**config.mk**
```make
export PLATFORM = sky130hd
export DESIGN_NAME = ncp_clock_config
export DESIGN_NICKNAME = d
export VERILOG_FILES = /design/src/verilog/ncp_pkg.sv /design/src/verilog/ncp_nco_div.sv /design/src/verilog/ncp_clock_config.sv
export VERILOG_INCLUDE_DIRS = /design/src /design/src/verilog
export SDC_FILE = /design/constraint.sdc
export NUM_CORES = 1
export LEC_CHECK = 0
export ABC_CLOCK_PERIOD_IN_PS = 3050
export BUFFER_PORTS_ARGS = -buffer_cell sky130_fd_sc_hd__buf_2
export CAP_MARGIN = 20
export CORE_UTILIZATION = 45
export DETAILED_ROUTE_END_ITERATION = 8
export GPL_TIMING_DRIVEN = 0
export PLACE_DENSITY = 0.77
export SYNTH_ARGS = -nofsm -noshare
export SYNTH_HDL_FRONTEND = slang
export SYNTH_SLANG_ARGS = --single-unit
```
**constraint.sdc**
```tcl
create_clock -name clk -period 3.05 [get_ports clk]
set_input_delay 0.915 -clock clk [delete_from_list [all_inputs] [get_ports clk]]
set_output_delay 0.915 -clock clk [all_outputs]
set_load 0.02 [all_outputs]
```
**src/verilog/ncp_regs.svh**
```systemverilog
// Purpose: register offsets, field positions and reset values for the
//          clock generation configuration block
// Assumes: byte-wide registers at their printed addresses
// Notes:   definitions only
`ifndef NCP_REGS_SVH
`define NCP_REGS_SVH

// ============================================================
// register offsets
`define NCP_ADDR_FRONT_END 7'h00
`define NCP_ADDR_PS_SEQ 7'h08
`define NCP_ADDR_PS_RATE_DIV 7'h09
`define NCP_ADDR_PLL_TUNE 7'h0a
`define NCP_ADDR_PLL_DIV 7'h0b
`define NCP_ADDR_PLL_SEQ 7'h0c
`define NCP_ADDR_PLL_RATE 7'h0d
`define NCP_ADDR_PLL_POWER 7'h0e

// ============================================================
// reset values
`define NCP_RST_PS_SEQ 8'h00
`define NCP_RST_PS_RATE_DIV 8'h0a
`define NCP_RST_PLL_TUNE 8'h22
`define NCP_RST_PLL_DIV 8'h12
`define NCP_RST_PLL_SEQ 8'h00
`define NCP_RST_PLL_RATE 8'hc0
`define NCP_RST_PLL_POWER 8'h00

// ============================================================
// field positions
`define NCP_FE_ENABLE_BIT 7
`define NCP_PS_RATE_MSB 7
`define NCP_PS_RATE_LSB 5
`define NCP_PS_DIV_MSB 4
`define NCP_PS_DIV_LSB 0
`define NCP_CHP_MSB 7
`define NCP_CHP_LSB 4
`define NCP_FILTER_BIT 3
`define NCP_VCO_MSB 2
`define NCP_VCO_LSB 0
`define NCP_PLL_DIV_MSB 6
`define NCP_PLL_DIV_LSB 0
`define NCP_XTAL_MSB 7
`define NCP_XTAL_LSB 6
`define NCP_PLL_RATE_MSB 2
`define NCP_PLL_RATE_LSB 0
`define NCP_FORCE_VCO_BIT 7
`define NCP_PWDN_BIT 6

`endif

```
**src/verilog/ncp_pkg.sv**
```systemverilog
// Purpose: shared types of the clock generation configuration block
// Assumes: nothing
// Notes:   constants live in ncp_regs.svh
`default_nettype none
package ncp_pkg;

  // ============================================================
  // pll power state, one-hot
  typedef enum logic [1:0] {
    NCP_PLL_OFF = 2'b01,
    NCP_PLL_ON = 2'b10
  } ncp_pll_state_t;

endpackage : ncp_pkg

`default_nettype wire

```
**src/verilog/ncp_nco_div.sv**
```systemverilog
// Purpose: fractional nco divider, stretches selected periods by one
// Assumes: tickIn is a one-cycle enable at the input rate
// Notes:   a divisor of zero behaves as one, but its periods are never stretched
`timescale 1ns/1ps
`default_nettype none

module ncp_nco_div #(
  parameter int W = 5
) (
  input wire logic clk,
  input wire logic nrst,
  input wire logic tickIn,
  input wire logic [W-1:0] divisor,
  input wire logic [7:0] seq,
  input wire logic [2:0] rate,
  output logic tickOut
);

  logic [W:0] cnt_r;
  logic [2:0] idx_r;
  logic stretch;
  logic [W:0] target;
  logic wrap;

  // ============================================================
  // period selection
  // a zero rate leaves the pattern out and divides plainly
  assign stretch = (rate != 3'h0) && seq[idx_r];
  assign target = {1'b0, divisor} + {{W{1'b0}}, stretch};
  // cnt counts completed input ticks; short or zero targets wrap at once
  assign wrap = (cnt_r + {{W{1'b0}}, 1'b1}) >= target;

  // ============================================================
  // counter and pattern index
  always_ff @(posedge clk) begin
    if (!nrst) begin
      cnt_r <= '0;
      idx_r <= 3'h0;
      tickOut <= 1'b0;
    end else begin
      tickOut <= tickIn && wrap;
      if (tickIn) begin
        if (wrap) begin
          cnt_r <= '0;
          idx_r <= (idx_r >= rate) ? 3'h0 : idx_r + 3'h1;
        end else begin
          cnt_r <= cnt_r + {{W{1'b0}}, 1'b1};
        end
      end
    end
  end

endmodule : ncp_nco_div

`default_nettype wire

```
**src/verilog/ncp_clock_config.sv**
```systemverilog
// Purpose: clock generation configuration: prescaler nco, pll nco,
//          pll tuning outputs and pll power gating
// Assumes: clk is the crystal clock; vcoTick marks one vco cycle
// Notes:   register port is a plain byte write/read port
`timescale 1ns/1ps
`default_nettype none
`include "ncp_regs.svh"

// Summary of operation
// - prescaler output, not crystal, is pll reference
// - prescaler sequence at 08h, resets 00h
// - zero prescaler rate ignores sequence pattern
// - 09h: rate 7:5, divisor 4:0, reset 0Ah
// - rate sets when sequence pattern restarts
// - 0Ah: pump 7:4, filter 3, vco 2:0
// - vco code ascends lowest to highest range
// - pll on only when enabled and not powered down
// - zero pll rate ignores pll divisor register
// - front end enable resets to zero
module ncp_clock_config (
  input wire logic clk,
  input wire logic nrst,
  input wire logic regWrEn,
  input wire logic regRdEn,
  input wire logic [6:0] regAddr,
  input wire logic [7:0] regWrData,
  input wire logic vcoTick,
  output logic [7:0] regRdData,
  output logic pllRefTick,
  output logic pllFbTick,
  output logic pllPowerOn,
  output logic [3:0] chargePumpCurrent,
  output logic loopFilterSelect,
  output logic [2:0] vcoRange,
  output logic [1:0] xtalBias,
  output logic forceVco
);

  // ============================================================
  // register storage
  logic frontEndEnable_r;
  logic [7:0] psSeq_r;
  logic [7:0] psRateDiv_r;
  logic [7:0] pllTune_r;
  logic [7:0] pllDiv_r;
  logic [7:0] pllSeq_r;
  logic [7:0] pllRate_r;
  logic forceVco_r;
  logic pllPowerDown_r;
  // pll divider settings in use, loaded when 0Dh is written
  logic [6:0] pllDivAct_r;
  logic [7:0] pllSeqAct_r;
  logic [2:0] pllRateAct_r;
  ncp_pkg::ncp_pll_state_t pllState_r;
  ncp_pkg::ncp_pll_state_t pllState_nxt;

  // ============================================================
  // address decode
  logic wrFrontEnd;
  logic wrPsSeq;
  logic wrPsRateDiv;
  logic wrPllTune;
  logic wrPllDiv;
  logic wrPllSeq;
  logic wrPllRate;
  logic wrPllPower;
  assign wrFrontEnd = regWrEn && (regAddr == `NCP_ADDR_FRONT_END);
  assign wrPsSeq = regWrEn && (regAddr == `NCP_ADDR_PS_SEQ);
  assign wrPsRateDiv = regWrEn && (regAddr == `NCP_ADDR_PS_RATE_DIV);
  assign wrPllTune = regWrEn && (regAddr == `NCP_ADDR_PLL_TUNE);
  assign wrPllDiv = regWrEn && (regAddr == `NCP_ADDR_PLL_DIV);
  assign wrPllSeq = regWrEn && (regAddr == `NCP_ADDR_PLL_SEQ);
  assign wrPllRate = regWrEn && (regAddr == `NCP_ADDR_PLL_RATE);
  assign wrPllPower = regWrEn && (regAddr == `NCP_ADDR_PLL_POWER);

  // ============================================================
  // read mux
  // reserved and unused bits read as zero; unmapped addresses read 00h
  logic [7:0] rdSel;
  logic [7:0] rdFrontEnd;
  logic [7:0] rdPllRate;
  logic [7:0] rdPllPower;
  assign rdFrontEnd = {frontEndEnable_r, 7'h00};
  assign rdPllRate = {pllRate_r[`NCP_XTAL_MSB:`NCP_XTAL_LSB], 3'h0,
                      pllRate_r[`NCP_PLL_RATE_MSB:`NCP_PLL_RATE_LSB]};
  assign rdPllPower = {forceVco_r, pllPowerDown_r, 6'h00};
  assign rdSel =
    (regAddr == `NCP_ADDR_FRONT_END) ? rdFrontEnd :
    (regAddr == `NCP_ADDR_PS_SEQ) ? psSeq_r :
    (regAddr == `NCP_ADDR_PS_RATE_DIV) ? psRateDiv_r :
    (regAddr == `NCP_ADDR_PLL_TUNE) ? pllTune_r :
    (regAddr == `NCP_ADDR_PLL_DIV) ? {1'b0, pllDiv_r[6:0]} :
    (regAddr == `NCP_ADDR_PLL_SEQ) ? pllSeq_r :
    (regAddr == `NCP_ADDR_PLL_RATE) ? rdPllRate :
    (regAddr == `NCP_ADDR_PLL_POWER) ? rdPllPower : 8'h00;

  // ============================================================
  // front end enable and pll power control
  logic powerWanted;
  logic pllDisable;
  assign powerWanted = frontEndEnable_r && !pllPowerDown_r;
  assign pllDisable = !powerWanted;

  always_ff @(posedge clk) begin
    if (!nrst) begin
      frontEndEnable_r <= 1'b0;
    end else if (wrFrontEnd) begin
      frontEndEnable_r <= regWrData[`NCP_FE_ENABLE_BIT];
    end
  end

  always_ff @(posedge clk) begin
    if (!nrst) begin
      pllPowerDown_r <= 1'b0;
    end else if (wrPllPower) begin
      pllPowerDown_r <= regWrData[`NCP_PWDN_BIT];
    end
  end

  // force vco drops whenever the pll loses power, on the same edge for a 0Eh power-down write, one edge later for 00h
  always_ff @(posedge clk) begin
    if (!nrst) begin
      forceVco_r <= 1'b0;
    end else if (pllDisable) begin
      forceVco_r <= 1'b0;
    end else if (wrPllPower) begin
      forceVco_r <= regWrData[`NCP_FORCE_VCO_BIT] &&
                    !regWrData[`NCP_PWDN_BIT];
    end
  end

  always_comb begin
    pllState_nxt = pllState_r;
    unique case (pllState_r)
      ncp_pkg::NCP_PLL_OFF: begin
        if (powerWanted) begin
          pllState_nxt = ncp_pkg::NCP_PLL_ON;
        end
      end
      ncp_pkg::NCP_PLL_ON: begin
        if (!powerWanted) begin
          pllState_nxt = ncp_pkg::NCP_PLL_OFF;
        end
      end
      default: begin
        pllState_nxt = ncp_pkg::NCP_PLL_OFF;
      end
    endcase
  end

  always_ff @(posedge clk) begin
    if (!nrst) begin
      pllState_r <= ncp_pkg::NCP_PLL_OFF;
    end else begin
      pllState_r <= pllState_nxt;
    end
  end

  // ============================================================
  // prescaler registers
  always_ff @(posedge clk) begin
    if (!nrst) begin
      psSeq_r <= `NCP_RST_PS_SEQ;
      psRateDiv_r <= `NCP_RST_PS_RATE_DIV;
    end else begin
      if (wrPsSeq) begin
        psSeq_r <= regWrData;
      end
      if (wrPsRateDiv) begin
        psRateDiv_r <= regWrData;
      end
    end
  end

  // ============================================================
  // pll tuning registers
  always_ff @(posedge clk) begin
    if (!nrst) begin
      pllTune_r <= `NCP_RST_PLL_TUNE;
      pllDiv_r <= `NCP_RST_PLL_DIV;
      pllSeq_r <= `NCP_RST_PLL_SEQ;
      pllRate_r <= `NCP_RST_PLL_RATE;
    end else begin
      if (wrPllTune) begin
        pllTune_r <= regWrData;
      end
      if (wrPllDiv) begin
        pllDiv_r <= regWrData;
      end
      if (wrPllSeq) begin
        pllSeq_r <= regWrData;
      end
      if (wrPllRate) begin
        pllRate_r <= regWrData;
      end
    end
  end

  // commit on 0Dh
  // the divider keeps its old settings until 0Dh closes the update, so a
  // half-written set never reaches the loop
  always_ff @(posedge clk) begin
    if (!nrst) begin
      pllDivAct_r <= 7'(`NCP_RST_PLL_DIV);
      pllSeqAct_r <= `NCP_RST_PLL_SEQ;
      pllRateAct_r <= 3'(`NCP_RST_PLL_RATE);
    end else if (wrPllRate) begin
      pllDivAct_r <= pllDiv_r[`NCP_PLL_DIV_MSB:`NCP_PLL_DIV_LSB];
      pllSeqAct_r <= pllSeq_r;
      pllRateAct_r <= regWrData[`NCP_PLL_RATE_MSB:`NCP_PLL_RATE_LSB];
    end
  end

  // ============================================================
  // nco dividers
  logic psTick;
  logic fbTick;
  logic [6:0] pllDivUsed;
  // zero pll rate ignores divisor register
  // with a zero rate the divider runs at the reset divisor instead
  assign pllDivUsed = (pllRateAct_r == 3'h0) ?
                      7'(`NCP_RST_PLL_DIV) : pllDivAct_r;

  ncp_nco_div #(
    .W(5)
  ) u_prescaler (
    .clk(clk),
    .nrst(nrst),
    .tickIn(1'b1),
    .divisor(psRateDiv_r[`NCP_PS_DIV_MSB:`NCP_PS_DIV_LSB]),
    .seq(psSeq_r),
    .rate(psRateDiv_r[`NCP_PS_RATE_MSB:`NCP_PS_RATE_LSB]),
    .tickOut(psTick)
  );

  ncp_nco_div #(
    .W(7)
  ) u_pll_nco (
    .clk(clk),
    .nrst(nrst),
    .tickIn(vcoTick && pllState_r == ncp_pkg::NCP_PLL_ON),
    .divisor(pllDivUsed),
    .seq(pllSeqAct_r),
    .rate(pllRateAct_r),
    .tickOut(fbTick)
  );

  // ============================================================
  // output registers
  always_ff @(posedge clk) begin
    if (!nrst) begin
      regRdData <= 8'h00;
      pllRefTick <= 1'b0;
      pllFbTick <= 1'b0;
      pllPowerOn <= 1'b0;
      chargePumpCurrent <= 4'h0;
      loopFilterSelect <= 1'b0;
      vcoRange <= 3'h0;
      xtalBias <= 2'h0;
      forceVco <= 1'b0;
    end else begin
      if (regRdEn) begin
        regRdData <= rdSel;
      end
      pllRefTick <= psTick;
      pllFbTick <= fbTick;
      pllPowerOn <= pllState_r == ncp_pkg::NCP_PLL_ON;
      chargePumpCurrent <= pllTune_r[`NCP_CHP_MSB:`NCP_CHP_LSB];
      loopFilterSelect <= pllTune_r[`NCP_FILTER_BIT];
      vcoRange <= pllTune_r[`NCP_VCO_MSB:`NCP_VCO_LSB];
      xtalBias <= pllRate_r[`NCP_XTAL_MSB:`NCP_XTAL_LSB];
      forceVco <= forceVco_r;
    end
  end

endmodule : ncp_clock_config

`default_nettype wire

```
==> results of run 1 <==
placed cells by master (no fill, tap or decap), types with 5 or more instances in the layout:
cell and count:
sky130_fd_sc_hd__a21oi_1 42, sky130_fd_sc_hd__a22oi_1 5, sky130_fd_sc_hd__and2_1 14, sky130_fd_sc_hd__and3_1 8
sky130_fd_sc_hd__buf_2 42, sky130_fd_sc_hd__buf_4 7, sky130_fd_sc_hd__clkbuf_1 23, sky130_fd_sc_hd__clkbuf_16 9
sky130_fd_sc_hd__dfxtp_1 106, sky130_fd_sc_hd__ha_1 21, sky130_fd_sc_hd__inv_1 21, sky130_fd_sc_hd__mux2i_1 39
sky130_fd_sc_hd__nand2_1 74, sky130_fd_sc_hd__nand2b_1 7, sky130_fd_sc_hd__nand3_1 42, sky130_fd_sc_hd__nor2_1 46
sky130_fd_sc_hd__nor2b_1 11, sky130_fd_sc_hd__nor3_1 12, sky130_fd_sc_hd__o211ai_1 5, sky130_fd_sc_hd__o21ai_0 9
sky130_fd_sc_hd__xnor2_1 12, sky130_fd_sc_hd__xor2_1 11
through the flow:
step | setup TNS, ns | hold WS [ns]
final | -0.0282 | 0.435
after global routing | -0.968 | 0.450
after CTS | 0 | 0.439
after detailed placement | -5.54 | 0.422
after global placement | -3.16 | 0.420
after floorplan | 0 | 0.412
area by class of cell:
type                       instances  area share [%]
inverter                          23            1.38
tap                              143            2.87
timing repair buffer              46            4.18
clock inverter                     6            1.53
sequential                       108            34.8
clock buffer                      10            3.83
buffer                            31            2.35
multi-input combinational        442            49.1
cell families after synthesis:
| kind of cell | synth area share [%] |
|---|---|
| compound gates | 11.7 |
| xor+xnor | 4.00 |
| fa+ha+maj | 6.67 |
| buf+inv | 4.43 |
| flops | 41.2 |
| mux | 9.15 |
| simple gates | 22.8 |
repair_timing:
action	CTS	global route
resized for setup	23	33
setup endpoints to repair	22	20
pin swaps	2	17
buffers inserted	2	7
path summary, 6_finish.rpt:
| check | cells past startpoint | endpoint | slack [ns] | startpoint |
|---|---|---|---|---|
| worst max-delay path | 15 | u_pll_nco.cnt_r[2]$_SDFFE_PN0P_ | -0.01 | pllRate_r[0]$_SDFFE_PN0P_ |
| worst min-delay path | 1 | pllFbTick$_SDFF_PN0_ | 0.44 | u_pll_nco.tickOut$_SDFF_PN0_ |
| worst max register to register | 15 | u_pll_nco.cnt_r[2]$_SDFFE_PN0P_ | -0.01 | pllRate_r[0]$_SDFFE_PN0P_ |
| worst min register to register | 1 | pllFbTick$_SDFF_PN0_ | 0.44 | u_pll_nco.tickOut$_SDFF_PN0_ |
report_power, final:
| part | leakage (uW) | internal (uW) | switching (uW) |
|---|---|---|---|
| Combinational | 0.00131 | 55.9 | 122 |
| Sequential | 0.000874 | 1420 | 7.77 |
| Clock | 0.000163 | 750 | 549 |
routing by layer:
layer  vias to the layer above  routed length, um  global-route usage (%)
met4                         0                519                    9.62
li1                       2217                  -                       -
met5                         -                  0                       0
met3                        50               1410                    6.94
met2                       261               7300                    42.1
met1                      2270               5960                    31.2
sequential cells by signal, indices dropped and copies added (netlist names), 2 cells and up:
signal and flops:
u_prescaler.cnt_r 6, u_prescaler.idx_r 3, pllDiv_r 7, u_pll_nco.cnt_r 8, u_pll_nco.idx_r 3, pllDivAct_r 7, pllRate_r 5, pllSeqAct_r 8
vcoRange 3, pllState_r 2, xtalBias 2, pllSeq_r 8, regRdData 8, psSeq_r 8, psRateDiv_r 8, pllTune_r 8
chargePumpCurrent 4
worst max-delay path: stages (launching register included):
cell and delay [ns]:
sky130_fd_sc_hd__dfxtp_1 0.36, sky130_fd_sc_hd__or3_1 0.38, sky130_fd_sc_hd__clkbuf_1 0.18, sky130_fd_sc_hd__and2_1 0.21, sky130_fd_sc_hd__ha_2 0.22, sky130_fd_sc_hd__ha_4 0.18, sky130_fd_sc_hd__nand3_2 0.08, sky130_fd_sc_hd__xnor2_2 0.07
sky130_fd_sc_hd__nor2_2 0.19, sky130_fd_sc_hd__ha_4 0.25, sky130_fd_sc_hd__a21oi_4 0.21, sky130_fd_sc_hd__o21ai_2 0.10, sky130_fd_sc_hd__a21oi_2 0.18, sky130_fd_sc_hd__buf_4 0.15, sky130_fd_sc_hd__o21ai_4 0.07, sky130_fd_sc_hd__nor2_1 0.15
==> flow_summary.ini, run 1 <==
[synth]
synth.cells.most_frequent = 108 x sky130_fd_sc_hd__dfxtp_1, 74 x sky130_fd_sc_hd__nand2_1, 49 x sky130_fd_sc_hd__nor2_1
synth-async-reset-ratio_pct = 0
synth_warnings = 0
cell_with_the_most_instances_after_synthesis = sky130_fd_sc_hd__dfxtp_1
synthDominantCellAreaShare_pct = 41.2
synth_sequential_area_ratio_pct = 41.2
synth-edff-count = 0
post_synthesis_net_count = 652
post_synth_instance_area_sq_um = 5250
yosysTopAreaCell = sky130_fd_sc_hd__dfxtp_1
syn-mean-instance-area_sq_um = 8.69
dominantRegCellSynth = sky130_fd_sc_hd__dfxtp_1
synthCells = 604
post_synth_num_cell_types = 51
yosys-top-cells-area = sky130_fd_sc_hd__dfxtp_1 41%, sky130_fd_sc_hd__mux2i_1 7.4%, sky130_fd_sc_hd__ha_1 6.7%
synth.ff_latch_count = 108

[power]
post-layout-total-power_uw = 2900
power.ir.vdd_worst_uv = 427
total_leakage_power_uw = 0.00234
pwr_density_cell_nw_per_um2 = 466

[routing]
dr.pass1.iters = 7
drt_drc_violations_left = 0
routed_wirelength_mm = 15.2
postRouteAntennaNets = 0
detail_route.wl_per_cell_um = 18.8
detailroute.via_count = 4798
drt-vias-per-instance = 5.93
dr.first_iter.drc_count = 448

[floorplan]
floorplan.initialDensity_pct = 46.2
ios = 42
coreArea_sq_um = 11400
chipWidth_um = 110
core.rowCount = 39
design.die.area_sq_um = 12100
die_y_um = 110

[worst_setup_path]
worstSetupPathType = reg -> reg
worst-endpoint-arrival_ns = 3.35
worst-path-max-fanout = 7
timing.critical_path.required_ns = 3.33
cp-start-kind = flip-flop
critPathCaptureType = flip-flop

[global_routing]
grt_pass1_vias = 4524
pin_count_of_the_biggest_net_entering_global_routing = 19
grt_usage_pct = 25.3
grt_pass1_wl_mm = 22.9
grt-ovfl-total = 0
antenna_found_initial = 0

[placement]
hpwlAfterDp_mm = 10.7
buffer_ports.inserted = 37
place_inst = 784
placed_cell_area_sq_um = 5610
globalplace.congestion = 0.950
preCtsSetupSlack_ns = -0.457

[timing]
max_slew.worst_pin.slew_ns = 0.723
setup_ws_post_layout_ns = -0.0125
setup-violations-final = 3
rsz0062_at_grt = yes
finalCriticalPeriod_ns = 3.06
layout_worst_path_cycle_share_pct = 100
worst_clock_skew_ns = 0.00724
finalHoldViolCount = 0
max_slew_margin_pct = 51.1
achievable-frequency_ghz = 0.327
timing_max_transition_violations_final = 0

[cts]
clk-insertion-delay-late_ns = 0.35
clockRootBuffer = sky130_fd_sc_hd__clkbuf_16
clkSlewWorstSetupHoldPaths_ns = 0.07
cts_sinks = 108
cts_hold_bufs = 0
numCtsBuffers = 9
cts_tree = done
cts_h_tree_depth = 3
max-clock-path-buffers = 2

[hold_path]
holdCritPathClass = reg -> reg

[final_layout]
post_route_cell_area_sq_um = 6230
nFillCells = 989
final_layout_size_suffix_gt1_share_pct = 16.8
diodes = 0
layout.area.seq_sq_um = 2170
fin_cells = 809
area_delta_synth_final_pct = 18.8
multi_input_comb_area_sq_um = 3060
postLayoutCoreUtil_pct = 54.8
design.final.nets = 709

[run]
max_cap_violations = 0

[outcome]
status = finished with violations
violated_checks = setup timing
Power figures use the tool's default switching activity.
==> run 2, diff against run 1 <==
--- a/config.mk
+++ b/config.mk
@@ -6,12 +6,14 @@
 export SDC_FILE = /design/constraint.sdc
 export NUM_CORES = 1
 export LEC_CHECK = 0
+export ABC_AREA = 1
 export ABC_CLOCK_PERIOD_IN_PS = 3050
 export BUFFER_PORTS_ARGS = -buffer_cell sky130_fd_sc_hd__buf_2
 export CAP_MARGIN = 20
+export CORE_MARGIN = 4
 export CORE_UTILIZATION = 45
 export DETAILED_ROUTE_END_ITERATION = 8
-export GPL_TIMING_DRIVEN = 0
+export GPL_TIMING_DRIVEN = 1
 export PLACE_DENSITY = 0.77
 export SYNTH_ARGS = -nofsm -noshare
 export SYNTH_HDL_FRONTEND = slang
==> run 2 against run 1 <==
Compared with the run above:
- the run now ends clean
- design area decreased by 1.1%
- cell count up 12%
- die area increased by 14%
- wire length down 15%
- largest cell class unchanged
==> flow_summary.ini, run 2 <==
[timing]
max_slew.worst_pin.slew_ns = 0.490
finalHoldViolCount = 0
rsz0062_at_grt = yes
max_slew_margin_pct = 67.1
finalCriticalPeriod_ns = 3.02
timing_max_transition_violations_final = 0
achievable-frequency_ghz = 0.331
setup_ws_post_layout_ns = 0.0314
layout_worst_path_cycle_share_pct = 99.0
worst_clock_skew_ns = 0.00538
setup-violations-final = 0
setup_tns_ns = 0

[worst_setup_path]
critPathCaptureType = flip-flop
timing.reg2reg.setup_slack_ns = 0.03
worst_r2r_startpoint = u_pll_nco.idx_r[0]$_SDFFE_PN0P_
cp-start-kind = flip-flop
worst-path-max-fanout = 6
timing.critical_path.required_ns = 3.34
worstSetupPathType = reg -> reg
worst-endpoint-arrival_ns = 3.30
regToRegEndpoint = u_pll_nco.cnt_r[3]$_SDFFE_PN0P_
r2r_cells = 19

[final_layout]
design.final.nets = 806
area_delta_synth_final_pct = 14.5
diodes = 0
postLayoutCoreUtil_pct = 53.3
nFillCells = 1093
fin_cells = 906
layout_common_cells = 105 x sky130_fd_sc_hd__dfxtp_1, 104 x sky130_fd_sc_hd__nand2_1, 82 x sky130_fd_sc_hd__inv_1
mostFrequentLayoutCell = sky130_fd_sc_hd__dfxtp_1
final_layout_size_suffix_gt1_share_pct = 19.5

[synth]
synth.cells.most_frequent = 110 x sky130_fd_sc_hd__nand2_1, 108 x sky130_fd_sc_hd__dfxtp_1, 85 x sky130_fd_sc_hd__inv_1
synth.ff_latch_count = 108
post_synth_num_cell_types = 48
dominantRegCellSynth = sky130_fd_sc_hd__dfxtp_1
synth-edff-count = 0
post_synthesis_net_count = 758
syn-mean-instance-area_sq_um = 7.58
synth_sequential_area_ratio_pct = 40.2
yosysTopAreaCell = sky130_fd_sc_hd__dfxtp_1
synth_warnings = 0
yosys-top-cells-area = sky130_fd_sc_hd__dfxtp_1 40%, sky130_fd_sc_hd__nand2_1 7.7%, sky130_fd_sc_hd__a21oi_1 7.3%
synthDominantCellAreaShare_pct = 40.2
synth-async-reset-ratio_pct = 0
post_synth_instance_area_sq_um = 5380
cell_with_the_most_instances_after_synthesis = sky130_fd_sc_hd__nand2_1
synthCells = 710

[global_routing]
pin_count_of_the_biggest_net_entering_global_routing = 32
grt_usage_pct = 18.7
antenna_found_initial = 0
grt-ovfl-total = 0
grt_pass1_wl_mm = 21.0
grt_pass1_vias = 4275

[cts]
cts_tree = done
numCtsBuffers = 9
cts_sinks = 108
max-clock-path-buffers = 2
clkSlewWorstSetupHoldPaths_ns = 0.07
clockRootBuffer = sky130_fd_sc_hd__clkbuf_16
cts_h_tree_depth = 3
cts_hold_bufs = 0
clk-insertion-delay-late_ns = 0.35

[hold_path]
hold-path-cell-count = 2
holdCritStartpoint = u_pll_nco.tickOut$_SDFF_PN0_
whs_endpoint = pllFbTick$_SDFF_PN0_
holdCritPathClass = reg -> reg

[floorplan]
ios = 42
chipWidth_um = 117
floorplan.initialDensity_pct = 46.6
coreArea_sq_um = 11600
design.die.area_sq_um = 13800
core.rowCount = 39
die_y_um = 117

[placement]
hpwlAfterDp_mm = 9.31
place_inst = 887
preCtsSetupSlack_ns = -0.112
globalplace.congestion = 0.930
buffer_ports.inserted = 41

[routing]
postRouteAntennaNets = 0
detail_route.wl_per_cell_um = 14.2
routed_wirelength_mm = 12.8
drt-vias-per-instance = 5.23
detailroute.via_count = 4741
dr.pass1.iters = 6
dr.first_iter.drc_count = 424
drt_drc_violations_left = 0

[run]
max_cap_violations = 0

[power]
total_leakage_power_uw = 0.00278
post-layout-total-power_uw = 2780
power.ir.vdd_worst_uv = 291
pwr_density_cell_nw_per_um2 = 451

[outcome]
status = finished clean
run 2: power by group:
part           internal [uW]  switching [uW]  leakage [uW]
logic                   45.1             113       0.00176
registers               1420            6.26      0.000875
clock network            679             515      0.000149
total                   2140             634       0.00278
run 2: cell families after synthesis:
| group | Yosys count | share of synthesized area [%] |
|---|---|---|
| flip-flops | 108 | 40.2 |
| AND/OR/NAND/NOR | 275 | 24.5 |
| adder cells (fa/ha/maj) | 28 | 6.51 |
| AO/OA/AOI/OAI | 167 | 16.9 |
| buffers and inverters | 116 | 9.30 |
| XOR/XNOR | 16 | 2.60 |
run 2: how the worst max path moves through the flow:
stage	startpoint	slack [ns]	to	cells past startpoint
5_1_grt	u_pll_nco.idx_r[0]$_SDFFE_PN0P_	-0.17	u_pll_nco.idx_r[1]$_SDFFE_PN0P_	21
3_5_place_dp	u_pll_nco.idx_r[0]$_SDFFE_PN0P_	-0.11	u_pll_nco.idx_r[1]$_SDFFE_PN0P_	21
3_3_place_gp	u_pll_nco.idx_r[0]$_SDFFE_PN0P_	0.005	u_pll_nco.idx_r[1]$_SDFFE_PN0P_	21
4_1_cts	u_pll_nco.idx_r[0]$_SDFFE_PN0P_	0.02	u_pll_nco.idx_r[1]$_SDFFE_PN0P_	21
2_1_floorplan	u_pll_nco.idx_r[0]$_SDFFE_PN0P_	0.17	u_pll_nco.idx_r[1]$_SDFFE_PN0P_	21
6_report	u_pll_nco.idx_r[0]$_SDFFE_PN0P_	0.03	u_pll_nco.cnt_r[3]$_SDFFE_PN0P_	19
run 2: per-layer routing:
layer  GRT usage [%]  part of all wire [%]  wire (um)
met5               0                     0          0
met4            6.45                   1.8        226
met3            4.43                   6.2        791
met2            27.8                    43       5590
met1            26.7                    49       6240
run 2: area by class of cell:
class                      count  area, sq um  share of cell area [%]
tap                          143          179                    2.90
clock inverter                 4         47.5                   0.772
multi-input combinational    486         2820                    45.7
sequential                   108         2170                    35.3
clock buffer                  12          256                    4.16
timing repair buffer          55          314                    5.10
inverter                      98          373                    6.05
run 2: critical path, cell delays in order, from the launching register on:
cell and delay (ns):
sky130_fd_sc_hd__dfxtp_4 0.37, sky130_fd_sc_hd__a21oi_1 0.15, sky130_fd_sc_hd__o21ai_1 0.09, sky130_fd_sc_hd__nand2_1 0.08
sky130_fd_sc_hd__nor2_1 0.06, sky130_fd_sc_hd__a311oi_2 0.31, sky130_fd_sc_hd__ha_2 0.28, sky130_fd_sc_hd__ha_4 0.14
sky130_fd_sc_hd__nand2_2 0.05, sky130_fd_sc_hd__nor2_2 0.09, sky130_fd_sc_hd__nand2_2 0.08, sky130_fd_sc_hd__o22ai_2 0.13
sky130_fd_sc_hd__o31ai_2 0.09, sky130_fd_sc_hd__ha_1 0.30, sky130_fd_sc_hd__nand2_2 0.10, sky130_fd_sc_hd__o21a_1 0.14
sky130_fd_sc_hd__nand3_2 0.14, sky130_fd_sc_hd__inv_2 0.13, sky130_fd_sc_hd__nand3_1 0.09, sky130_fd_sc_hd__a21oi_2 0.14
run 2: repair_timing:
action,4_1_cts,5_1_grt
pin swaps,0,18
buffers inserted,0,3
resized for setup,4,37
setup endpoints to repair,11,21
run 2: through the flow:
step	cell area, sq um	hold slack [ns]
floorplan	5380	0.390
global placement	5720	0.398
detailed placement	5720	0.401
CTS	6040	0.416
global route	6160	0.453
finish	6160	0.414
